### src/common/tpw_cfg.svh
// Register map, field layout and reset constants for the three-phase PWM block
`ifndef TPW_CFG_SVH
`define TPW_CFG_SVH
// Register indices; byte address is four times the index
`define TPW_A_MAIN   13'h1fae
`define TPW_A_CKSEL  13'h1faf
`define TPW_A_OUT    13'h1fb2
`define TPW_A_DT     13'h1fbe
`define TPW_A_CNT    13'h1fc0
`define TPW_A_PRD    13'h1fc1
`define TPW_A_U_COMPARE_REG   13'h1fc2
`define TPW_A_V_COMPARE_REG   13'h1fc3
`define TPW_A_W_COMPARE_REG   13'h1fc4
// Main control fields
`define TPW_B_HLF    7
`define TPW_B_DTY    6
`define TPW_B_UPPER_SIDE_POLARITY   5
`define TPW_B_POLL   4
`define TPW_F_IRQ_PERIOD_DIVIDER   3:2
`define TPW_B_MODE   1
`define TPW_B_EN     0
// Commutation output fields (stored bits 14:0, bit 15 is the direction flag)
`define TPW_F_EXPECTED_POSITION_VALUE  14:12
`define TPW_B_PERIOD_SYNC_SELECT  11
`define TPW_F_OTYPE  10:8
`define TPW_F_SYNC_SOURCE_SELECT  7:6
`define TPW_F_OC     5:0
// Sync source codes
`define TPW_SS_ASYNC 2'h0
`define TPW_SS_POS   2'h1
`define TPW_SS_TMR1  2'h2
`define TPW_SS_TMR2  2'h3
// Reset values
`define TPW_RST_MAIN 8'h00
`define TPW_RST_CK   2'h0
`define TPW_RST_DT   6'h00
`define TPW_RST_OUT  15'h0000
`define TPW_RST_PRD  12'hfff
`define TPW_RST_CMP  12'h000
// Dead time unit in system clocks
`define TPW_DT_UNIT  8
`endif

### src/common/tpw_pkg.sv
// Types shared by the three-phase PWM block
package tpw_pkg;

    // Whole state of the block
    typedef struct packed {
        logic [7:0]       ctrl;
        logic [1:0]       ck;
        logic [5:0]       dt;
        logic [14:0]      mo_wr;
        logic [2:0]       expected_position_value_a;
        logic [2:0]       otype_a;
        logic [5:0]       oc_a;
        logic             pend;
        logic             wt;
        logic [3:0]       pre;
        logic [11:0]      cnt;
        logic             dir;
        logic [11:0]      prd_b;
        logic [11:0]      prd_a;
        logic [2:0][11:0] cmp_b;
        logic [2:0][11:0] cmp_a;
        logic [2:0]       irqc;
        logic             irq;
        logic [5:0]       on;
        logic [5:0][8:0]  dtc;
        logic [2:0]       up_o;
        logic [2:0]       lo_o;
        logic [31:0]      rdata;
        logic             wait_q;
    } tpw_state_t;

endpackage

### src/core/tpw_top.sv
// Three-phase PWM waveform synthesis with Avalon-MM register access
`timescale 1ns/1ns
`include "tpw_cfg.svh"

module tpw_top
    import tpw_pkg::*;
#(
    parameter int DT_UNIT = `TPW_DT_UNIT
)
(
    input  wire logic        i_sys_clk,
    input  wire logic        i_rstn,
    input  wire logic [12:0] i_avs_address,
    input  wire logic        i_avs_read,
    input  wire logic        i_avs_write,
    input  wire logic [31:0] i_avs_writedata,
    input  wire logic [3:0]  i_avs_byteenable,
    input  wire logic        i_pos_evt,
    input  wire logic        i_tmr1_evt,
    input  wire logic        i_tmr2_evt,
    output logic [31:0]      o_avs_readdata,
    output logic             o_avs_waitrequest,
    output logic [2:0]       o_upper,
    output logic [2:0]       o_lower,
    output logic [2:0]       o_expected_pos,
    output logic             o_period_irq
);

    ////////////////////////////////////////////////////////////////////////
    // Parameter check
    generate
        if (DT_UNIT < 1 || DT_UNIT > 8)
        begin : g_bad_unit
            $error("DT_UNIT must lie in 1..8");
        end
    endgenerate

    ////////////////////////////////////////////////////////////////////////
    // Reset release through two flip-flops
    logic [1:0] rs_q;
    logic       rst_n;

    always_ff @(posedge i_sys_clk or negedge i_rstn)
    begin
        if (!i_rstn)
            rs_q <= 2'h0;
        else
            rs_q <= {rs_q[0], 1'b1};
    end
    assign rst_n = rs_q[1];

    ////////////////////////////////////////////////////////////////////////
    // State and helpers
    tpw_state_t s;
    tpw_state_t n;

    logic        en;
    logic        cmode;
    logic [3:0]  ck_mask;
    logic [2:0]  ip_mask;
    logic        tick;
    logic        peak;
    logic        bnd;
    logic        half;
    logic [1:0]  ss;
    logic        ev;
    logic        apply;
    logic        to_wait;
    logic [5:0]  req;
    logic [8:0]  dt_cyc;

    assign en    = s.ctrl[`TPW_B_EN];
    assign cmode = s.ctrl[`TPW_B_MODE];

    // Prescaler divides fc by 2, 4, 8 or 16
    assign ck_mask = {s.ck == 2'h3, s.ck[1], |s.ck, 1'b1};
    assign tick    = en && ((s.pre & ck_mask) == ck_mask);

    // Peak of the carrier and period boundary
    assign peak = s.cnt >= s.prd_a;
    assign bnd  = tick && (cmode ? (s.dir && s.cnt == 12'h000) : peak);
    assign half = tick && cmode && !s.dir && peak;

    // Interrupt divider mask
    assign ip_mask = {s.ctrl[`TPW_F_IRQ_PERIOD_DIVIDER] == 2'h3, s.ctrl[3], |s.ctrl[`TPW_F_IRQ_PERIOD_DIVIDER]};

    // Selected sync event, source takes effect as soon as written
    assign ss = s.mo_wr[`TPW_F_SYNC_SOURCE_SELECT];
    always_comb
    begin
        case (ss)
            `TPW_SS_ASYNC: ev = 1'b1;
            `TPW_SS_POS:   ev = i_pos_evt;
            `TPW_SS_TMR1:  ev = i_tmr1_evt;
            `TPW_SS_TMR2:  ev = i_tmr2_evt;
            default:       ev = 1'b0;
        endcase
    end

    // Apply now, or park until the next boundary when period sync is set
    assign to_wait = s.pend && ev && s.mo_wr[`TPW_B_PERIOD_SYNC_SELECT];
    assign apply   = (s.pend && ev && !s.mo_wr[`TPW_B_PERIOD_SYNC_SELECT]) || (s.wt && bnd);

    assign dt_cyc = 9'(s.dt) * 9'(DT_UNIT);

    // Per-phase output requests before dead time
    genvar gi;
    generate
        for (gi = 0; gi < 3; gi++)
        begin : g_ph
            logic [11:0] v_compare_reg;
            logic        pwm;
            logic [1:0]  oc;
            assign v_compare_reg = s.ctrl[`TPW_B_DTY] ? s.cmp_a[gi] : s.cmp_a[0];
            assign pwm  = s.cnt < v_compare_reg;
            assign oc   = s.oc_a[2*gi +: 2];
            // Level mode follows the code bits, PWM mode may force one side off
            assign req[gi] = en && (s.otype_a[gi] ? (oc != 2'h1) && pwm : oc[1]);
            assign req[3+gi] = en && (s.otype_a[gi] ? (oc != 2'h2) && !pwm : oc[0]);
        end
    endgenerate

    ////////////////////////////////////////////////////////////////////////
    // Merge of a 12-bit register with byte enables
    function automatic logic [11:0] merge12(input logic [11:0] old, input logic [31:0] wd,
                                            input logic [3:0] be);
        logic [11:0] r;
        r = old;
        if (be[0])
            r[7:0] = wd[7:0];
        if (be[1])
            r[11:8] = wd[11:8];
        return r;
    endfunction

    ////////////////////////////////////////////////////////////////////////
    // Next state
    always_comb
    begin
        logic [31:0] rd_v;
        rd_v = 32'h0000_0000;
        n = s;
        n.pre = s.pre + 4'h1;
        n.irq = 1'b0;

        // Carrier counter
        if (!en)
        begin
            n.pre   = 4'h0;
            n.cnt   = 12'h000;
            n.dir   = 1'b0;
            n.prd_a = s.prd_b;
            n.cmp_a = s.cmp_b;
        end
        else if (tick)
        begin
            if (!cmode)
            begin
                n.dir = 1'b0;
                n.cnt = peak ? 12'h000 : s.cnt + 12'h001;
            end
            else if (!s.dir)
            begin
                if (peak)
                    n.dir = 1'b1;
                else
                    n.cnt = s.cnt + 12'h001;
            end
            else if (s.cnt == 12'h000)
                n.dir = 1'b0;
            else
                n.cnt = s.cnt - 12'h001;
        end

        // Edge mode never reports counting down
        if (!cmode)
            n.dir = 1'b0;

        // Buffered period and compare values load at the boundary
        if (bnd)
        begin
            n.prd_a = s.prd_b;
            n.cmp_a = s.cmp_b;
            n.irqc  = s.irqc + 3'h1;
            if ((s.irqc & ip_mask) == ip_mask)
                n.irq = 1'b1;
        end
        if (half && s.ctrl[`TPW_B_HLF] && s.ctrl[`TPW_F_IRQ_PERIOD_DIVIDER] == 2'h0)
            n.irq = 1'b1;
        if (!en)
            n.irqc = 3'h0;

        // Commutation update
        if (apply)
        begin
            n.expected_position_value_a = s.mo_wr[`TPW_F_EXPECTED_POSITION_VALUE];
            n.otype_a = s.mo_wr[`TPW_F_OTYPE];
            n.oc_a    = s.mo_wr[`TPW_F_OC];
            n.pend    = 1'b0;
            n.wt      = 1'b0;
        end
        else if (to_wait)
        begin
            n.pend = 1'b0;
            n.wt   = 1'b1;
        end

        // Dead time delays each turn-on, turn-off is immediate
        for (int k = 0; k < 6; k++)
        begin
            if (!req[k])
            begin
                n.on[k]  = 1'b0;
                n.dtc[k] = 9'h000;
            end
            else if (s.dtc[k] >= dt_cyc)
                n.on[k] = 1'b1;
            else
                n.dtc[k] = s.dtc[k] + 9'h001;
        end

        // Pin levels from polarity
        n.up_o = s.on[2:0] ~^ {3{s.ctrl[`TPW_B_UPPER_SIDE_POLARITY]}};
        n.lo_o = s.on[5:3] ~^ {3{s.ctrl[`TPW_B_POLL]}};

        // Read data mux
        case (i_avs_address)
            `TPW_A_MAIN:  rd_v = {24'h0, s.ctrl};
            `TPW_A_CKSEL: rd_v = {30'h0, s.ck};
            // Direction bit forced low while in edge mode
            `TPW_A_OUT:   rd_v = {16'h0, s.dir && cmode, s.mo_wr};
            `TPW_A_DT:    rd_v = {26'h0, s.dt};
            `TPW_A_CNT:   rd_v = {20'h0, s.cnt};
            `TPW_A_PRD:   rd_v = {20'h0, s.prd_b};
            `TPW_A_U_COMPARE_REG:  rd_v = {20'h0, s.cmp_b[0]};
            `TPW_A_V_COMPARE_REG:  rd_v = {20'h0, s.cmp_b[1]};
            `TPW_A_W_COMPARE_REG:  rd_v = {20'h0, s.cmp_b[2]};
            default:      rd_v = 32'h0000_0000;
        endcase

        // Bus: one wait cycle, then the access completes
        if (s.wait_q)
        begin
            if (i_avs_read || i_avs_write)
            begin
                n.wait_q = 1'b0;
                n.rdata  = i_avs_read ? rd_v : 32'h0000_0000;
            end
        end
        else
        begin
            n.wait_q = 1'b1;
            if (i_avs_write)
            begin
                case (i_avs_address)
                    `TPW_A_MAIN:
                        if (i_avs_byteenable[0])
                            n.ctrl = i_avs_writedata[7:0];
                    `TPW_A_CKSEL:
                        if (i_avs_byteenable[0])
                            n.ck = i_avs_writedata[1:0];
                    `TPW_A_OUT:
                    begin
                        if (i_avs_byteenable[0])
                            n.mo_wr[7:0] = i_avs_writedata[7:0];
                        if (i_avs_byteenable[1])
                            n.mo_wr[14:8] = i_avs_writedata[14:8];
                        n.pend = 1'b1;
                    end
                    `TPW_A_DT:
                        if (i_avs_byteenable[0])
                            n.dt = i_avs_writedata[5:0];
                    `TPW_A_PRD:  n.prd_b = merge12(s.prd_b, i_avs_writedata, i_avs_byteenable);
                    `TPW_A_U_COMPARE_REG: n.cmp_b[0] = merge12(s.cmp_b[0], i_avs_writedata, i_avs_byteenable);
                    `TPW_A_V_COMPARE_REG: n.cmp_b[1] = merge12(s.cmp_b[1], i_avs_writedata, i_avs_byteenable);
                    `TPW_A_W_COMPARE_REG: n.cmp_b[2] = merge12(s.cmp_b[2], i_avs_writedata, i_avs_byteenable);
                    default: ;
                endcase
            end
        end
    end

    ////////////////////////////////////////////////////////////////////////
    // State register
    always_ff @(posedge i_sys_clk or negedge rst_n)
    begin
        if (!rst_n)
        begin
            s        <= '0;
            s.ctrl   <= `TPW_RST_MAIN;
            s.ck     <= `TPW_RST_CK;
            s.dt     <= `TPW_RST_DT;
            s.mo_wr  <= `TPW_RST_OUT;
            s.prd_b  <= `TPW_RST_PRD;
            s.prd_a  <= `TPW_RST_PRD;
            s.cmp_b  <= {3{`TPW_RST_CMP}};
            s.cmp_a  <= {3{`TPW_RST_CMP}};
            s.up_o   <= 3'h7;
            s.lo_o   <= 3'h7;
            s.wait_q <= 1'b1;
        end
        else
            s <= n;
    end

    // Outputs straight from the state register
    assign o_avs_readdata    = s.rdata;
    assign o_avs_waitrequest = s.wait_q;
    assign o_upper           = s.up_o;
    assign o_lower           = s.lo_o;
    assign o_expected_pos    = s.expected_position_value_a;
    assign o_period_irq      = s.irq;
endmodule

### config.mk
export PLATFORM = sky130hd
export DESIGN_NAME = tpw_top
export DESIGN_NICKNAME = d
export VERILOG_FILES = /design/src/common/tpw_pkg.sv /design/src/core/tpw_top.sv
export VERILOG_INCLUDE_DIRS = /design/src /design/src/common
export SDC_FILE = /design/constraint.sdc
export NUM_CORES = 1
export LEC_CHECK = 0
export BUFFER_PORTS_ARGS = -buffer_cell sky130_fd_sc_hd__buf_2
export CAP_MARGIN = 0
export CORE_MARGIN = 4
export CORE_UTILIZATION = 35
export DETAILED_ROUTE_END_ITERATION = 10
export SYNTH_ARGS = -nofsm -noshare
export SYNTH_HDL_FRONTEND = slang
export SYNTH_SLANG_ARGS = --single-unit
### constraint.sdc
create_clock -name i_sys_clk -period 21.3 [get_ports i_sys_clk]
set_input_delay 1.065 -clock i_sys_clk [delete_from_list [all_inputs] [get_ports i_sys_clk]]
set_output_delay 1.065 -clock i_sys_clk [all_outputs]
set_load 0.02 [all_outputs]
== Word-level counts from Yosys, hierarchy flattened ==
Cells that the tools add are included.

* Register bits: 263
* Input port bits: 56
* Output and inout bits: 43

* Add/sub/neg operators: 10
* Order comparisons: 10
* Equal/unequal tests: 39
* Muxes and demuxes: 61
* Bitwise gates (word level): 5
* Reductions and logical operators: 53

{| class="wikitable"
|+ Operator list
! cell !! count
|-
| one-hot mux 16 bit (9 select lines) || 1
|-
| equality test 13 bit (second input constant) || 9
|-
| 2-to-1 mux 9 bit || 12
|-
| 2-to-1 mux 12 bit || 7
|-
| adder 9 x 1 -> 9 bit (second input constant) || 6
|-
| >= comparator 9 bit || 6
|-
| 2-to-1 mux 13 bit || 4
|-
| AND reduction 4 bit || 13
|-
| 2-to-1 mux 40 bit || 1
|-
| less-than comparator 12 bit || 3
|-
| 2-to-1 mux 36 bit || 1
|-
| 2-to-1 mux 1 bit || 29
|-
| logical AND 1 bit || 25
|-
| != test 2 x 1 -> 1 bit (second input constant) || 11
|-
| != test 2 bit (second input constant) || 9
|-
| 2-to-1 mux 16 bit || 1
|-
| adder 12 x 1 -> 12 bit (second input constant) || 1
|-
| >= comparator 12 bit || 1
|-
| logical NOT 12 bit || 1
|-
| subtractor 12 x 1 -> 12 bit (second input constant) || 1
|-
| equality test 2 bit (second input constant) || 4
|-
| != test 4 bit (second input constant) || 2
|-
| XNOR 3 bit || 2
|-
| logical NOT 1 bit || 5
|-
| other kinds (19) || 23
|}

== Longest topological paths before layout ==
* Word-level depth: 11
* Depth in mapped cells: 12
* Gate-level depth less buffers: 10

== Worst setup path before layout ==
OpenSTA, ideal clock, no wires.

* Kind: input to register
* From: input port i_avs_address[1]
* To: register s (netlist bit cmode)
* Setup time: 0.125 ns
* Data arrival time: 2.817 ns
* Data required time: 21.175 ns
* Slack: 18.358 ns
* Stages on the path: 5
* Buffers on the path: 1
* Path through: clkbuf_1 > nor2b_1 > nand2_1 > nor4_2 > mux2_2

* Longest elaborated chain between the ends: 2

{| class="wikitable"
|+ Ends and longest elaborated chain
! what !! line !! source
|-
| start, declared || tpw_top.sv:13 || <nowiki>input wire logic [12:0] i_avs_address,</nowiki>
|-
| equality test 13 bit || tpw_top.sv:255 || <nowiki>case (i_avs_address)</nowiki>
|-
| AND reduction 4 bit (no line) || - ||
|-
| end signal, assigned || tpw_top.sv:303 || <nowiki>s <= n;</nowiki>
|-
| end, declared || tpw_top.sv:54 || <nowiki>tpw_state_t s;</nowiki>
|}

Every way passes these cells.
A chain may end at the register's enable or synchronous reset.

== Final worst setup path ==
* From: register s[202] (netlist name)
* To: register s[125] (netlist name)

* Longest elaborated chain between the ends: 5

{| class="wikitable"
|+ Ends and longest elaborated chain
! what !! line !! source
|-
| branches (longest 2 deep; another with >= comparator 12 bit) || - ||
|-
| 2-to-1 mux 1 bit * || tpw_top.sv:81 || <nowiki>assign bnd = tick && (cmode ? (s.dir && s.cnt == 12'h000) : peak);</nowiki>
|-
| logical AND 1 bit * || tpw_top.sv:81 ||
|-
| != test 2 x 1 -> 1 bit (no line) / 2-to-1 mux 40 bit (equally long branches) || - ||
|}

Mark *: on every way between the ends. The select of a mux whose other input is x is not followed.

==> reports/qor.csv <==
metric,value,unit
status,"finished, final reports clean",
final-hold-violation-count,0,
cap_viol_max_count,0,
clk_latency,0.55,ns
seqCellArea,6223,sq um
synth_seq_area_share,44.99,%
grt_usage,16.95,%
async_flop_share,100.0,%
layout_min_cycle_time,4.087,ns
finalNetCount,1515,
grt_max_degree,71,
max-vdd-ir-drop,61.66,uV
tightest_slew,1.397,ns
cts_inserted_buffers,28,
first_global_vias,10150,
max-slew-margin-rel,6.123,%
final_max_slew_viol_count,0,
p_leak,0.007191,uW
timing.hold.ws,0.3043,ns
dp_hpwl,26.51,mm
clockBufferDepth,3,
largest_reg_flops,196,
ctsHoldBuffers,0,
antenna_found_initial,10,
r2r.worst_path.cells,6,
power.density,73.51,nW/um^2
path_depth,6,
multi_input_area,6859,sq um
crit_type,reg2reg,
cp.required,21.72,ns
wl_per_cell,19.27,um
critical-path-slowest-cell,or2b_2,
gp_congestion,0.8611,
fin_setup_tns,0,ns
critPathArrivalTime,4.51,ns
fin_skew,0.01555,ns
cts-root-buf,clkbuf_16,
synth.distinct_cells,72,
dieHeight,206.7,um
setup_viol,0,
cp_slowest_stage_delay,0.94,ns
synth_edf_count,0,
grt_pass1_wl,57.55,mm
syn_area,13820,sq um
cts_tree,done,
drt_wl_total,36.68,mm
critPathTopFamily,simple AND/OR/NAND/NOR gates,
synthTopCellsByArea,"dfrtp_1, ha_1, mux2_2",
io_pins,99,
fin_util,39.72,%
crit_path_end_kind,flip-flop,
fp.dieArea,42740,sq um
clkTransAtPathRegs,0.06,ns
path_cells,"or4_4, or4_4, a221oi_4, buf_4, or2b_2, mux2_1",
cts_sinks,247,
synth_top_area_share,39.10,%
cpMostUsedCell,or4_4,
reg2reg_slack,17.21,ns
worstHoldPathType,in2async,
drc,0,
synth_flop_cell,dfrtp_1,
drtAntennaViolNets,0,
vias,10290,
fmax,244.7,MHz
drt-pass1-iter-count,5,
start_util,35.60,%
ys.warnings.count,0,
timing.final.crit_share,19.19,%
cts_setup_buffers,0,
timing.rr.start,s[202],
cts_resized,0,
final_layout_size_suffix_gt1_share,18.37,%
portBuffers,63,
core_area,38830,sq um
crit_fanout,48,
n_fill_cell,3800,
r2r_end,s[125],
first_iter_violations,766,
cts_max_level,1,
synth_seq_cells,247,
rows,72,
rsz0062_at_grt,no,
yosys.area.top_type,dfrtp_1,
overflow,0,
startpoint_type,flip-flop,
synth.avg_cell_area,10.42,sq um
postSynthCellCount,1327,
die_w,206.7,um
cp-startpoint,s[202],
crit_buf_inv,1,
area_growth,11.56,%
via_per_inst,5.404,
## cell families (layout without fill, tap and decap cells)
kind of cell / after synthesis / count (layout) / share of synthesized area, %
AND/OR/NAND/NOR: 374 / 374 / 13.73
buffers and inverters: 158 / 199 / 5.838
multiplexers: 133 / 133 / 10.89
flip-flops: 247 / 247 / 44.99
XOR/XNOR: 58 / 58 / 3.675
other: 2 / 20 / 0.05433
AO/OA/AOI/OAI: 257 / 257 / 11.95
adder cells (fa/ha/maj): 98 / 98 / 8.870
## cell usage after synthesis (5+ instances only)
cell and instances:
a211oi_1 5, a21o_1 9, a21oi_1 58, a221oi_1 5
a22o_1 13, a22oi_1 13, a31oi_1 8, and3_1 18
and4b_1 5, buf_1 5, buf_4 41, buf_6 6
clkbuf_1 30, dfrtp_1 216, dfstp_2 31, ha_1 98
inv_1 72, mux2_1 26, mux2_2 77, mux2_4 9
mux2i_1 21, nand2_1 72, nand2b_1 11, nand3_1 25
nand4_1 39, nor2_1 115, nor2b_1 15, nor3_1 25
nor4_1 12, o21ai_0 79, o21ai_1 12, o22ai_1 7
o311ai_0 6, or4_1 11, xnor2_1 38, xor2_1 20
## how the worst max path moves through the flow
stage          slack [ns]         end
2_1_floorplan       13.96  ck_mask[2]
3_3_place_gp        17.30      s[125]
3_5_place_dp        17.28      s[125]
4_1_cts             17.24      s[125]
5_1_grt             17.09      s[135]
6_report            17.21      s[125]
## worst register-to-register path, delay by kind of cell, from the launching register on
kind            cells  cell delay [ns]
buf+inv             1             0.40
flops               1             0.59
mux                 1             0.44
simple gates        3             2.23
compound gates      1             0.30
## metal layers
metal | global-route usage (%) | routed length, um | vias to the layer above
li1 | - | - | 4817
met1 | 22.99 | 16450 | 5114
met2 | 27.46 | 16920 | 274
met3 | 3.953 | 2161 | 73
met4 | 4.533 | 1080 | 12
met5 | 0 | 75 | -
## metrics by stage
stage	setup slack (ns)	total power [uW]	instances	instance area, sq um
detailed placement	17.28	625.4	1849	14410
finish	17.21	1134	1904	15420
global route	17.09	1181	1904	15420
CTS	17.24	1143	1901	15410
global placement	17.30	622.2	1849	14410
floorplan	13.96	588.3	1342	13880
## report_power, final
part | leakage [uW] | internal [uW] | switching, uW
logic | 0.00348 | 38.6 | 58.6
clock network | 0.000503 | 322 | 193
registers | 0.00321 | 482 | 39.3
total | 0.00719 | 842 | 291
## final cells by class
| type | count | share of cell area [%] |
|---|---|---|
| clock inverter | 8 | 0.7464 |
| tap | 518 | 4.203 |
| inverter | 72 | 1.753 |
| clock buffer | 44 | 5.785 |
| timing repair buffer | 75 | 2.629 |
| multi-input combinational | 937 | 44.48 |
| antenna | 3 | 0.04868 |
| sequential | 247 | 40.36 |
## cell usage in the layout (no fill, tap or decap), drive strengths merged, types with 5 or more instances in the layout
master	Yosys	routed
clkinv	0	5
nor2	115	115
nor3	25	25
nor4	13	13
o311ai	6	6
a21oi	58	58
xnor2	38	38
conb	2	17
or4	14	14
nand4	39	39
a31oi	9	9
a221oi	6	6
buf	56	75
dfstp	31	31
mux2	112	112
dfrtp	216	216
inv	72	72
o21ai	91	91
ha	98	98
a22o	13	13
and3	18	18
a22oi	13	13
and4b	5	5
nand2	72	72
nand2b	11	11
mux2i	21	21
a211oi	5	5
a21o	9	9
xor2	20	20
clkbuf	30	44
nor2b	15	15
nand3	25	25
o22ai	7	7
No activity file was read; power rests on OpenSTA's default activity.
